**config.mk**
```make
export PLATFORM = sky130hd
export DESIGN_NAME = adcss_top
export DESIGN_NICKNAME = d
export VERILOG_FILES = /design/src/rtl/adcss_top.v
export VERILOG_INCLUDE_DIRS = /design/src /design/src/rtl
export SDC_FILE = /design/constraint.sdc
export NUM_CORES = 1
export LEC_CHECK = 0
export CAP_MARGIN = 20
export CORE_ASPECT_RATIO = 1.5
export CORE_MARGIN = 5
export CORE_UTILIZATION = 35
export CTS_CLUSTER_DIAMETER = 40
export DETAILED_ROUTE_END_ITERATION = 10
export DONT_BUFFER_PORTS = 1
export HOLD_SLACK_MARGIN = 0.02
export PLACE_DENSITY = 0.46
export SYNTH_ARGS = -nofsm -noshare
export SYNTH_HDL_FRONTEND = slang
export SYNTH_SLANG_ARGS = --single-unit
```
**constraint.sdc**
```tcl
create_clock -name CLK_I -period 3.3 [get_ports CLK_I]
set_clock_uncertainty 0.15 [all_clocks]
set_input_delay 0.66 -clock CLK_I [delete_from_list [all_inputs] [get_ports CLK_I]]
set_output_delay 0.66 -clock CLK_I [all_outputs]
set_load 0.01 [all_outputs]
```
**src/rtl/adcss_defs.vh**
```
// Constants for the converter control/status sequencer.
// Assumes a 32-bit APB bus with word-aligned registers and a 25 MHz clock.
`ifndef ADCSS_DEFS_VH
`define ADCSS_DEFS_VH

// Register byte offsets
`define ADCSS_OFF_CSR 8'h00
`define ADCSS_OFF_CR 8'h04
`define ADCSS_OFF_RES_A 8'h08
`define ADCSS_OFF_RES_B 8'h0C
`define ADCSS_OFF_RES_C 8'h10
`define ADCSS_OFF_RES_D 8'h14
`define ADCSS_OFF_IST 8'h18
`define ADCSS_OFF_IMSK 8'h1C

// Control/status field positions
`define ADCSS_CSR_END 7
`define ADCSS_CSR_IE 6
`define ADCSS_CSR_START 5
`define ADCSS_CSR_SCAN 4
`define ADCSS_CSR_SPEED 3
`define ADCSS_CR_TRIGGER_INPUT_ENABLE 7

// Reset values
`define ADCSS_CSR_RST 8'h00
`define ADCSS_CR_RST 8'h7E
`define ADCSS_CR_FIXED 8'h7E
`define ADCSS_RES_RST 16'h0000

// Conversion times in states (one state is one clock)
`define ADCSS_T_SLOW_FIRST 8'h86
`define ADCSS_T_FAST_FIRST 8'h46
`define ADCSS_T_SLOW_NEXT 8'h80
`define ADCSS_T_FAST_NEXT 8'h42

`endif

```
**src/rtl/adcss_top.v**
```verilog
// Control, status and sequencing for a 10-bit successive-approximation converter.
// Assumes an APB master on CLK_I and a converter core that holds its result on CONV_DATA_I
// by the end of the conversion time counted here.
//
// The placing of the registers and the APB interface to the registers are this design's own decisions.
`timescale 1ns/10ps
`default_nettype none
`include "adcss_defs.vh"

// What this block does
// - Single mode sets end flag at finish
// - Scan sets end flag after whole set
// - End flag clears on zero after read
// - Enable plus end flag requests interrupt
// - Writing start bit begins conversion
// - Single mode clears start bit itself
// - Scan runs until start cleared, standby
// - Mode bit picks single or scan
// - Speed bit picks 134 or 70 states
// - Channel field decoded per mode
// - Reduced package lacks inputs four-seven
// - Result goes to register by position
// - Results left aligned, low bits zero
// - Scan restarts from group first channel
// - Trigger edge sets start when enabled
module adcss_top #(
   parameter REDUCED_PKG = 0 // Group 1 inputs absent when 1
) (
   input wire CLK_I, // System clock, 25 MHz
   input wire SYS_RST_I, // Synchronous reset, active high
   input wire STANDBY_I, // Standby entry, level, same clock
   input wire PSEL_I, // APB select
   input wire PENABLE_I, // APB enable
   input wire PWRITE_I, // APB direction, 1 = write
   input wire [7:0] PADDR_I, // APB byte address
   input wire [31:0] PWDATA_I, // APB write data
   output wire [31:0] PRDATA_O, // APB read data
   output wire PREADY_O, // APB ready
   output wire PSLVERR_O, // APB error on unmapped address
   input wire EXT_TRIG_I, // External trigger pin, asynchronous
   input wire [9:0] CONV_DATA_I, // Result from converter core
   output wire CONV_BUSY_O, // Core converting
   output wire [2:0] CONV_CHAN_O, // Analog input being converted
   output wire CONV_SPEED_O, // Speed select to core
   output wire IRQ_O // Interrupt, level, active high
);

   localparam [1:0] ST_IDLE = 2'b01;
   localparam [1:0] ST_CONV = 2'b10;

   reg [1:0] state_q, state_d;
   reg [7:0] cnt_q, cnt_d;
   reg [1:0] idx_q, idx_d;
   reg end_q, end_d;
   reg ie_q, ie_d;
   reg start_q, start_d;
   reg scan_q, scan_d;
   reg speed_q, speed_d;
   reg [2:0] chan_q, chan_d;
   reg trigger_input_enable_q, trigger_input_enable_d;
   reg cr0_q, cr0_d;
   reg end_seen_q, end_seen_d;
   reg ist_q, ist_d;
   reg imsk_q, imsk_d;
   reg [9:0] res_q [0:3];
   reg [31:0] prdata_q;
   reg pready_q, pslverr_q;
   reg irq_q, busy_q, cspeed_q;
   reg [2:0] cchan_q;
   reg trig_s1_q, trig_s2_q, trig_s3_q;

   wire setup = PSEL_I & ~PENABLE_I;
   wire acc = PSEL_I & PENABLE_I & pready_q;
   wire wr = acc & PWRITE_I;
   wire rd = acc & ~PWRITE_I;
   wire wr_csr = wr & (PADDR_I == `ADCSS_OFF_CSR);
   wire [7:0] csr_val = {end_q, ie_q, start_q, scan_q, speed_q, chan_q};
   // result left aligned, low six bits zero
   wire [15:0] res_a = {res_q[0], 6'h00};
   wire [15:0] res_b = {res_q[1], 6'h00};
   wire [15:0] res_c = {res_q[2], 6'h00};
   wire [15:0] res_d = {res_q[3], 6'h00};
   wire trig_fall = trig_s3_q & ~trig_s2_q & trigger_input_enable_q;
   wire [1:0] pos = scan_q ? idx_q : chan_q[1:0];
   // group 1 reads zero on reduced package
   wire no_input = (REDUCED_PKG != 0) & chan_q[2];
   wire conv_done = (state_q == ST_CONV) & (cnt_q == 8'h01);

   reg done_set;
   reg [9:0] res_new;

   // Trigger pin synchroniser and edge stage
   always @(posedge CLK_I) begin
      if (SYS_RST_I) begin
         trig_s1_q <= 1'b1;
         trig_s2_q <= 1'b1;
         trig_s3_q <= 1'b1;
      end else begin
         trig_s1_q <= EXT_TRIG_I;
         trig_s2_q <= trig_s1_q;
         trig_s3_q <= trig_s2_q;
      end
   end

   always @* begin
      state_d = state_q;
      cnt_d = cnt_q;
      idx_d = idx_q;
      ie_d = ie_q;
      start_d = start_q;
      scan_d = scan_q;
      speed_d = speed_q;
      chan_d = chan_q;
      trigger_input_enable_d = trigger_input_enable_q;
      cr0_d = cr0_q;
      ist_d = ist_q;
      imsk_d = imsk_q;
      end_seen_d = end_seen_q;
      end_d = end_q;
      done_set = 1'b0;
      res_new = no_input ? 10'h000 : CONV_DATA_I;
      if (wr_csr) begin
         ie_d = PWDATA_I[`ADCSS_CSR_IE];
         start_d = PWDATA_I[`ADCSS_CSR_START];
         scan_d = PWDATA_I[`ADCSS_CSR_SCAN];
         speed_d = PWDATA_I[`ADCSS_CSR_SPEED];
         chan_d = PWDATA_I[2:0];
         // zero clears only after reading one
         if (!PWDATA_I[`ADCSS_CSR_END] && end_seen_q) begin
            end_d = 1'b0;
            end_seen_d = 1'b0;
         end
         // writing one leaves end flag alone
      end
      // arm clear only on a returned one
      if (rd && (PADDR_I == `ADCSS_OFF_CSR) && prdata_q[`ADCSS_CSR_END])
         end_seen_d = 1'b1;
      if (wr && (PADDR_I == `ADCSS_OFF_CR)) begin
         trigger_input_enable_d = PWDATA_I[`ADCSS_CR_TRIGGER_INPUT_ENABLE];
         cr0_d = PWDATA_I[0];
      end
      if (wr && (PADDR_I == `ADCSS_OFF_IST) && PWDATA_I[0])
         ist_d = 1'b0;
      if (wr && (PADDR_I == `ADCSS_OFF_IMSK))
         imsk_d = PWDATA_I[0];
      if (trig_fall)
         start_d = 1'b1;
      case (state_q)
         ST_IDLE: begin
            // First conversion of a run takes the longer time
            if (start_d) begin
               state_d = ST_CONV;
               idx_d = 2'b00;
               cnt_d = speed_d ? `ADCSS_T_FAST_FIRST : `ADCSS_T_SLOW_FIRST;
            end
         end
         ST_CONV: begin
            cnt_d = cnt_q - 8'h01;
            if (conv_done) begin
               if (!scan_q) begin
                  done_set = 1'b1;
                  start_d = 1'b0;
                  state_d = ST_IDLE;
               end else begin
                  // end flag after last of set
                  if (idx_q == chan_q[1:0]) begin
                     done_set = 1'b1;
                     idx_d = 2'b00;
                  end else begin
                     idx_d = idx_q + 2'b01;
                  end
                  cnt_d = speed_q ? `ADCSS_T_FAST_NEXT : `ADCSS_T_SLOW_NEXT;
               end
            end
            // scan stops only when start drops
            if (!start_d) begin
               state_d = ST_IDLE;
               idx_d = 2'b00;
            end
         end
         default: begin
            state_d = ST_IDLE;
         end
      endcase
      if (STANDBY_I) begin
         start_d = 1'b0;
         state_d = ST_IDLE;
         idx_d = 2'b00;
      end
      // Hardware set wins over software clear
      if (done_set) begin
         end_d = 1'b1;
         ist_d = 1'b1;
      end
   end

   always @(posedge CLK_I) begin
      if (SYS_RST_I) begin
         state_q <= ST_IDLE;
         cnt_q <= 8'h00;
         idx_q <= 2'b00;
         end_q <= 1'b0;
         ie_q <= 1'b0;
         start_q <= 1'b0;
         scan_q <= 1'b0;
         speed_q <= 1'b0;
         chan_q <= 3'b000;
         trigger_input_enable_q <= 1'b0;
         cr0_q <= 1'b0;
         end_seen_q <= 1'b0;
         ist_q <= 1'b0;
         imsk_q <= 1'b0;
         irq_q <= 1'b0;
         busy_q <= 1'b0;
         cspeed_q <= 1'b0;
         cchan_q <= 3'b000;
      end else begin
         state_q <= state_d;
         cnt_q <= cnt_d;
         idx_q <= idx_d;
         end_q <= end_d;
         ie_q <= ie_d;
         start_q <= start_d;
         scan_q <= scan_d;
         speed_q <= speed_d;
         chan_q <= chan_d;
         trigger_input_enable_q <= trigger_input_enable_d;
         cr0_q <= cr0_d;
         end_seen_q <= end_seen_d;
         ist_q <= ist_d;
         imsk_q <= imsk_d;
         // end flag with enable requests interrupt
         irq_q <= (end_d & ie_d) | (ist_d & imsk_d);
         busy_q <= (state_d == ST_CONV);
         cspeed_q <= speed_d;
         cchan_q <= {chan_d[2], scan_d ? idx_d : chan_d[1:0]};
      end
   end

   // result stored by position in group
   genvar g;
   generate
      for (g = 0; g < 4; g = g + 1) begin : g_res
         always @(posedge CLK_I) begin
            if (SYS_RST_I)
               res_q[g] <= 10'h000;
            else if (conv_done && ({30'h0, pos} == g))
               res_q[g] <= res_new;
         end
      end
   endgenerate

   // Read data latched in setup, no wait states
   always @(posedge CLK_I) begin
      if (SYS_RST_I) begin
         prdata_q <= 32'h00000000;
         pready_q <= 1'b0;
         pslverr_q <= 1'b0;
      end else if (setup) begin
         pready_q <= 1'b1;
         pslverr_q <= 1'b0;
         case (PADDR_I)
            `ADCSS_OFF_CSR: prdata_q <= {24'h000000, csr_val};
            `ADCSS_OFF_CR: prdata_q <= {24'h000000, trigger_input_enable_q, 6'h3F, cr0_q};
            `ADCSS_OFF_RES_A: prdata_q <= {16'h0000, res_a};
            `ADCSS_OFF_RES_B: prdata_q <= {16'h0000, res_b};
            `ADCSS_OFF_RES_C: prdata_q <= {16'h0000, res_c};
            `ADCSS_OFF_RES_D: prdata_q <= {16'h0000, res_d};
            `ADCSS_OFF_IST: prdata_q <= {31'h00000000, ist_q};
            `ADCSS_OFF_IMSK: prdata_q <= {31'h00000000, imsk_q};
            default: begin
               prdata_q <= 32'h00000000;
               pslverr_q <= 1'b1;
            end
         endcase
      end else begin
         pready_q <= 1'b0;
         pslverr_q <= 1'b0;
      end
   end

   assign PRDATA_O = prdata_q;
   assign PREADY_O = pready_q;
   assign PSLVERR_O = pslverr_q;
   assign CONV_BUSY_O = busy_q;
   assign CONV_CHAN_O = cchan_q;
   assign CONV_SPEED_O = cspeed_q;
   assign IRQ_O = irq_q;

endmodule // adcss_top
`default_nettype wire

```
==> results of run 1 <==
## sequential cells by signal (all words and copies together) (netlist names), 2 cells and up
| register | flops |
|---|---|
| CONV_CHAN_O | 2 |
| PRDATA_O | 16 |
| idx_q | 2 |
| cnt_q | 8 |
| state_q | 2 |
| res_q | 40 |
| chan_q | 3 |
## placed cells by master (no fill, tap or decap), drive strengths merged, types with 5 or more instances in the layout
cell type,synthesis,final
dfxtp,50,50
and2,46,46
edfxtp,40,40
nor2,38,38
nand2,33,33
a21oi,27,27
nor3,21,21
a22oi,16,16
conb,1,16
inv,11,15
buf,25,14
o21ai,14,14
mux2i,11,11
clkbuf,16,9
o2111ai,8,8
a32oi,7,7
nand2b,6,6
a221oi,5,5
nand3,5,5
## layer usage
layer	up-vias	track usage	wire length, um
met5	-	0	0
met3	19	0.0349	609
li1	1567	-	-
met4	0	0.0605	280
met2	67	0.290	6280
met1	1541	0.177	4480
## synth_stat cells (3+ instances only)
cell type  count  area share
a21o_1         3      0.0051
a21oi_1       27       0.031
a221oi_1       5      0.0099
a22oi_1       16       0.027
a31oi_1        3      0.0043
a32oi_1        7       0.014
and2_1        45       0.064
buf_2          3      0.0034
buf_4         17       0.029
buf_6          3      0.0077
clkbuf_1      16       0.014
dfxtp_1       50        0.23
edfxtp_1      40        0.27
ha_1           4       0.011
inv_1         11      0.0094
mux2i_1       10       0.023
nand2_1       32       0.027
nand2b_1       6      0.0085
nand3_1        4      0.0045
nand4_1        4      0.0057
nor2_1        37       0.031
nor2b_1        4      0.0057
nor3_1        15       0.017
nor3_2         5       0.011
o2111ai_1      8       0.016
o21a_1         4      0.0068
o21ai_0       10       0.011
o21ai_1        4      0.0045
or2_2          3      0.0043
## through the flow
stage	cells	hold WS (ns)	power [mW]
after global placement	584	0.256	1.29
after CTS	600	0.215	2.39
after global routing	600	0.214	2.45
after floorplan	455	0.239	1.30
final	600	0.222	2.37
after detailed placement	584	0.256	1.29
## power by group
group	internal [mW]	leakage [nW]	switching, mW
Sequential	1.18	0.808	0.00750
Combinational	0.0236	0.743	0.0503
Clock	0.610	0.153	0.496
Total	1.82	1.70	0.554
## how the worst min path moves through the flow
stage	cells past startpoint	end	slack, ns	startpoint
after detailed placement	1	trig_s2_q	0.26	trig_s1_q
after floorplan	1	trig_s2_q	0.24	trig_s1_q
after global placement	1	trig_s2_q	0.26	trig_s1_q
after CTS	1	idx_q[0]	0.22	STANDBY_I
after global routing	1	idx_q[0]	0.21	STANDBY_I
final	1	idx_q[0]	0.22	STANDBY_I
## worst reg2reg max path, delay by kind of cell (launching register included)
kind,cells,cell delay (ns)
flip-flops,1,0.41
AO/OA/AOI/OAI,3,0.55
multiplexers,1,0.37
AND/OR/NAND/NOR,2,0.72
## logic make-up (layout without fill, tap and decap cells)
group,count (synthesis),in the layout,share of synthesized area
adders and majority gates,4,4,0.0113
AOI/OAI and AO/OA,103,103,0.162
DFF,90,90,0.499
other,1,16,0.000850
and+or+nand+nor,175,175,0.224
muxes,13,13,0.0337
xor gates and xnor gates,2,2,0.00397
buffers and inverters,52,41,0.0646
## layout make-up
class	count	area (sq um)
fill	1209	7600
sequential	90	2200
multi-input combinational	313	1980
clock buffer	9	225
tap	156	195
timing repair buffer	14	105
clock inverter	7	93.8
inverter	11	41.3
==> metrics.md, run 1 <==
| Metric | Value |
|---|---|
| Crit Path Category | `register to register` |
| Asr flop ratio synth | `0` |
| Syn avg cell area | `about 10 sq um` |
| Worst path slowest cell | `and4bb_1` |
| Slew HR | `0.501` |
| Peak supply drop | `just under 0.0002 V` |
| Required time of the critical path | `3.44 ns` |
| Reg2reg path depth | `6` |
| Layout cells sized above 1 | `0.115` |
| Crit path depth | `6` |
| Number of DRC markers in iteration 0 | `179` |
| Total Die Area | `0.0150 sq mm` |
| Hpwl dp | `a little over 8 mm` |
| Number of iterations in the first detailed-routing pass | `4` |
| Top_reg_cell synth | `dfxtp_1` |
| DRC Markers | `0` |
| CTS resizes | `0` |
| Crit-path max FO | `7` |
| Port Buffers | `0` |
| Nature of the critical path endpoint | `register` |
| H-tree levels | `3` |
| Worst r2r dst | `CONV_CHAN_O[1]` |
| Max incr delay on CP | `~0.45 ns` |
| Routability-driven placement congestion ratio | `0.805` |
| Die W | `102 um` |
| Setup-failing EPs final | `0` |
| Clock buffer count from CTS | `9` |
| CTS tree | `built` |
| Area of the mapped netlist | `0.00441 sq mm` |
| WL/cell | `19.4 um` |
| Reg2Reg Launch Point | `PREADY_O` |
| CP Buf/Inv Count | `0` |
| Io pins | `between 90 and 100` |
| Critical Path Source Type | `register` |
| Antenna diode count | `0` |
| Setup WS post-layout | `1.04 ns` |
| Max-Cap Viols | `0` |
| Root Driver | `clkbuf_16` |
| Power Density | `489 mW/mm^2` |
| Die Y | `about 150 um` |
| FMAX | `442 MHz` |
| Routed wire length | `roughly 12 mm` |
| Flop2flop setup slack | `just over 1 ns` |
| Slew Viols, Final | `0` |
| CTS Buffer Depth | `2` |
| Outcome | `completed` |
| Synthesized flop and latch total | `90` |
| Largest net degree at the start of global routing | `52` |
| Hold buffers post-CTS | `0` |
| Initial antenna violation count | `0` |
| Final Hold Viols | `0` |
| Vias in the first global route | `approximately 3,200` |
| CP endpoint | `CONV_CHAN_O[1]` |
| Crit path DAT | `2.40 ns` |
| Clk_lat worst skew | `between 0.3 and 0.4 ns` |
| CORE AREA | `0.0124 sq mm` |
| Fin nets | `500` |
| Synthesized instance count | `440` |
| RSZ-0062 raised after global routing | `false` |
| FP Rows | `50` |
| Via/cell ratio | `5.32` |
| First-pass GRT wire length | `around 18 mm` |
| Hold Crit Class | `primary input to register` |
| Synth warn | `0` |
| Final core occ | `0.389` |
| Top cell family by delay on the critical path | `simple AND/OR/NAND/NOR gates` |
| Synthesis-to-finish area growth | `9.78%` |
| Final Critical Period | `around 2.3 ns` |
| CTS Sinks | `90` |
| Number of setup buffers added after CTS | `0` |
| Via count | `between 3,000 and 4,000` |
| Post-synth EDFFs | `40` |
| Crit path from | `PREADY_O` |
| All-Layer GR Usage | `0.160` |
| TNS Setup | `0 ns` |
| Slew @ Worst Pin | `0.749 ns` |
| Routed Antenna Nets | `0` |
| Placement Cell Area | `between 0.004 and 0.005 sq mm` |
| Total grt overflow | `0` |
| Initial Util | `0.355` |
| Crit share post-route | `0.685` |
| Post-synthesis sequential area ratio | `0.499` |
| CP cell instances | `nand4_1 > and4bb_1 > mux2i_4 > o2111ai_1 > a21oi_1 > o21a_1` |
| Worst-path clk slew | `around 0.07 ns` |
| Yosys cell types | `63` |
| Leakage | `between 1.5 and 2 nW` |
| Worst slack, placed | `0.804 ns` |
| Final instance area | `0.00485 sq mm` |
Note: power is estimated with default switching activity, not from simulation.
==> inputs of run 2 (changes only) <==
==> constraint.sdc (replaced) <==
create_clock -name CLK_I -period 2.21 [get_ports CLK_I]
set_clock_uncertainty 0.15 [all_clocks]
set_input_delay 0.442 -clock CLK_I [delete_from_list [all_inputs] [get_ports CLK_I]]
set_output_delay 0.442 -clock CLK_I [all_outputs]
set_load 0.01 [all_outputs]
==> metrics.md, run 2 (synthesized netlist as in run 1, its figures left out) <==
| Metric | Value |
|---|---|
| Outcome | `completed` |
| Sequential power share | `0.514 (+0.012)` |
| First-pass GRT wire length | `19.1 mm (+5.7%)` |
| All-Layer GR Usage | `0.170 (+0.0100)` |
| Slew Viols, Final | `0 (unchanged)` |
| Crit Path Category | `register to register` |
| Crit-path max FO | `7 (unchanged)` |
| Worst-path clk slew | `0.07 ns (about the same)` |
| Number of DRC markers in iteration 0 | `109 (-39%)` |
| Largest net degree at the start of global routing | `36 (-31%)` |
| WL/cell | `19.9 um (+2.5%)` |
| Most frequent cells in the layout | `dfxtp_1 (48), and2_1 (44), edfxtp_1 (40), nor2_1 (37), buf_4 (34)` |
| Clk_lat worst skew | `0.35 ns (about the same)` |
| Max incr delay on CP | `0.43 ns (-0.02 ns)` |
| Peak supply drop | `0.000336 V (+73%)` |
| Leakage | `1.84 nW (+8.1%)` |
| Final core occ | `0.409 (+0.0201)` |
| Initial Util | `0.355 (unchanged)` |
| Via/cell ratio | `5.39 (+1.2%)` |
| CORE AREA | `0.0124 sq mm (unchanged)` |
| Slew @ Worst Pin | `1.04 ns (+0.287 ns)` |
| Clock buffer count from CTS | `9 (unchanged)` |
| Switching power share of the total | `0.244 (+0.0101)` |
| Worst path slowest cell | `and4bb_1` |
| Share of power burned in the clock network | `0.443 (-0.024)` |
| Critical Path Source Type | `register` |
| Worst slack, placed | `-0.112 ns (-0.916 ns)` |
| Number of flip-flops in the largest register | `40 (unchanged)` |
| Routability-driven placement congestion ratio | `0.788 (-2.1%)` |
| Number of setup buffers added after CTS | `0 (unchanged)` |
| Total Die Area | `0.0150 sq mm (unchanged)` |
| Flop2flop setup slack | `0.07 ns (-0.97 ns)` |
| H-tree levels | `3 (unchanged)` |
| Nature of the critical path endpoint | `register` |
| Hpwl dp | `8.55 mm (+5.4%)` |
| Setup WS post-layout | `0.0690 ns (-0.970 ns)` |
| Total grt overflow | `0 (unchanged)` |
| Fin nets | `526 (+5.2%)` |
| Required time of the critical path | `2.34 ns (-1.10 ns)` |
| CP Buf/Inv Count | `0 (unchanged)` |
| CTS Buffer Depth | `2 (unchanged)` |
| Die W | `102 um (unchanged)` |
| Die Y | `148 um (unchanged)` |
| Setup-failing EPs final | `0 (unchanged)` |
| Pint | `2.61 mW (+44%)` |
| FP Rows | `50 (unchanged)` |
| CTS Sinks | `90 (unchanged)` |
| Vias in the first global route | `3,429 (+7.6%)` |
| Top cell family by delay on the critical path | `simple AND/OR/NAND/NOR gates` |
| DRC Markers | `0 (unchanged)` |
| FMAX | `467 MHz (+5.6%)` |
| Initial antenna violation count | `0 (unchanged)` |
| Via count | `3,372 (+5.6%)` |
| Synthesis-to-finish area growth | `15.4%` |
| RSZ-0062 raised after global routing | `false` |
| Root Driver | `clkbuf_16` |
| Most common cell after layout, fill and taps aside | `dfxtp_1` |
| Crit share post-route | `0.969 (+0.284)` |
| Layout cells sized above 1 | `0.174 (+0.0596)` |
| Non-Filler Instances | `626 (+4.3%)` |
| Combinational power share | `0.043 (+0.012)` |
| Reg with most FFs | `res_q` |
| Number of iterations in the first detailed-routing pass | `4 (unchanged)` |
| Switching pwr | `0.842 mW (+52%)` |
| Antenna diode count | `0 (unchanged)` |
| Routed wire length | `12.5 mm (+7.0%)` |
| Max-Cap Viols | `0 (unchanged)` |
| Power Density | `677 mW/mm^2 (+39%)` |
| Final Hold Viols | `0 (unchanged)` |
| Routed Antenna Nets | `0 (unchanged)` |
| Hold Crit Class | `primary input to register` |
| Io pins | `97 (unchanged)` |
| Final Critical Period | `2.14 ns (-0.120 ns)` |
| Slew HR | `0.308 (-0.192)` |
| Crit path DAT | `2.28 ns (-0.12 ns)` |
| Port Buffers | `0 (unchanged)` |
| CP cell instances | `nand4_1 > and4bb_1 > mux2i_4 > o21ai_1 > a21oi_1 > and2_1` |
| Placed insts | `605 (+3.6%)` |
| CTS tree | `built` |
[run 2: final cells by class]
type | count | area [sq um]
inverters | 11 | 41.3
well taps | 156 | 195
fillers | 1250 | 7350
multi-input cells | 313 | 2030
repair buffers | 40 | 328
clock inverters | 7 | 70.1
flip-flops and latches | 90 | 2200
clock buffers | 9 | 225
[run 2: metrics by stage]
| stage | hold slack, ns | total power [mW] | setup TNS (ns) | cell area [sq um] |
|---|---|---|---|---|
| 6_report | 0.0445 | 3.45 | 0 | 5100 |
| 5_1_grt | 0.0323 | 3.58 | 0 | 5100 |
| 4_1_cts | 0.0273 | 3.50 | 0 | 5060 |
| 3_5_place_dp | 0.254 | 1.93 | -2.18 | 4680 |
| 3_3_place_gp | 0.253 | 1.93 | -0.628 | 4680 |
| 2_1_floorplan | 0.239 | 1.93 | -6.30 | 4470 |
[run 2: power by group through the flow]
stage / logic (mW) / registers [mW] / clock network (mW)
floorplan: 0.123 / 1.81 / 0
global placement: 0.118 / 1.81 / 0
detailed placement: 0.119 / 1.81 / 0
CTS: 0.146 / 1.78 / 1.58
global route: 0.163 / 1.78 / 1.64
finish: 0.149 / 1.78 / 1.53
[run 2: worst paths after layout]
| path | start | endpoint | cells after the start |
|---|---|---|---|
| max | PREADY_O | CONV_BUSY_O | 6 |
| min | SYS_RST_I | ie_q | 1 |
| max reg2reg | PREADY_O | CONV_BUSY_O | 6 |
| min reg2reg | trig_s1_q | trig_s2_q | 1 |
[run 2: metal layers]
layer	up-vias	GRT usage	routed length (um)
li1	1615	-	-
met1	1646	0.174	4550
met2	87	0.311	6750
met3	24	0.0491	705
met4	0	0.0752	455
met5	-	0	0
[run 2: what timing repair did]
action	CTS	global route
setup endpoints to repair	40	56
resized for setup	7	10
hold buffers	4	0
gates cloned	0	1
endpoints found under the hold margin	30	0
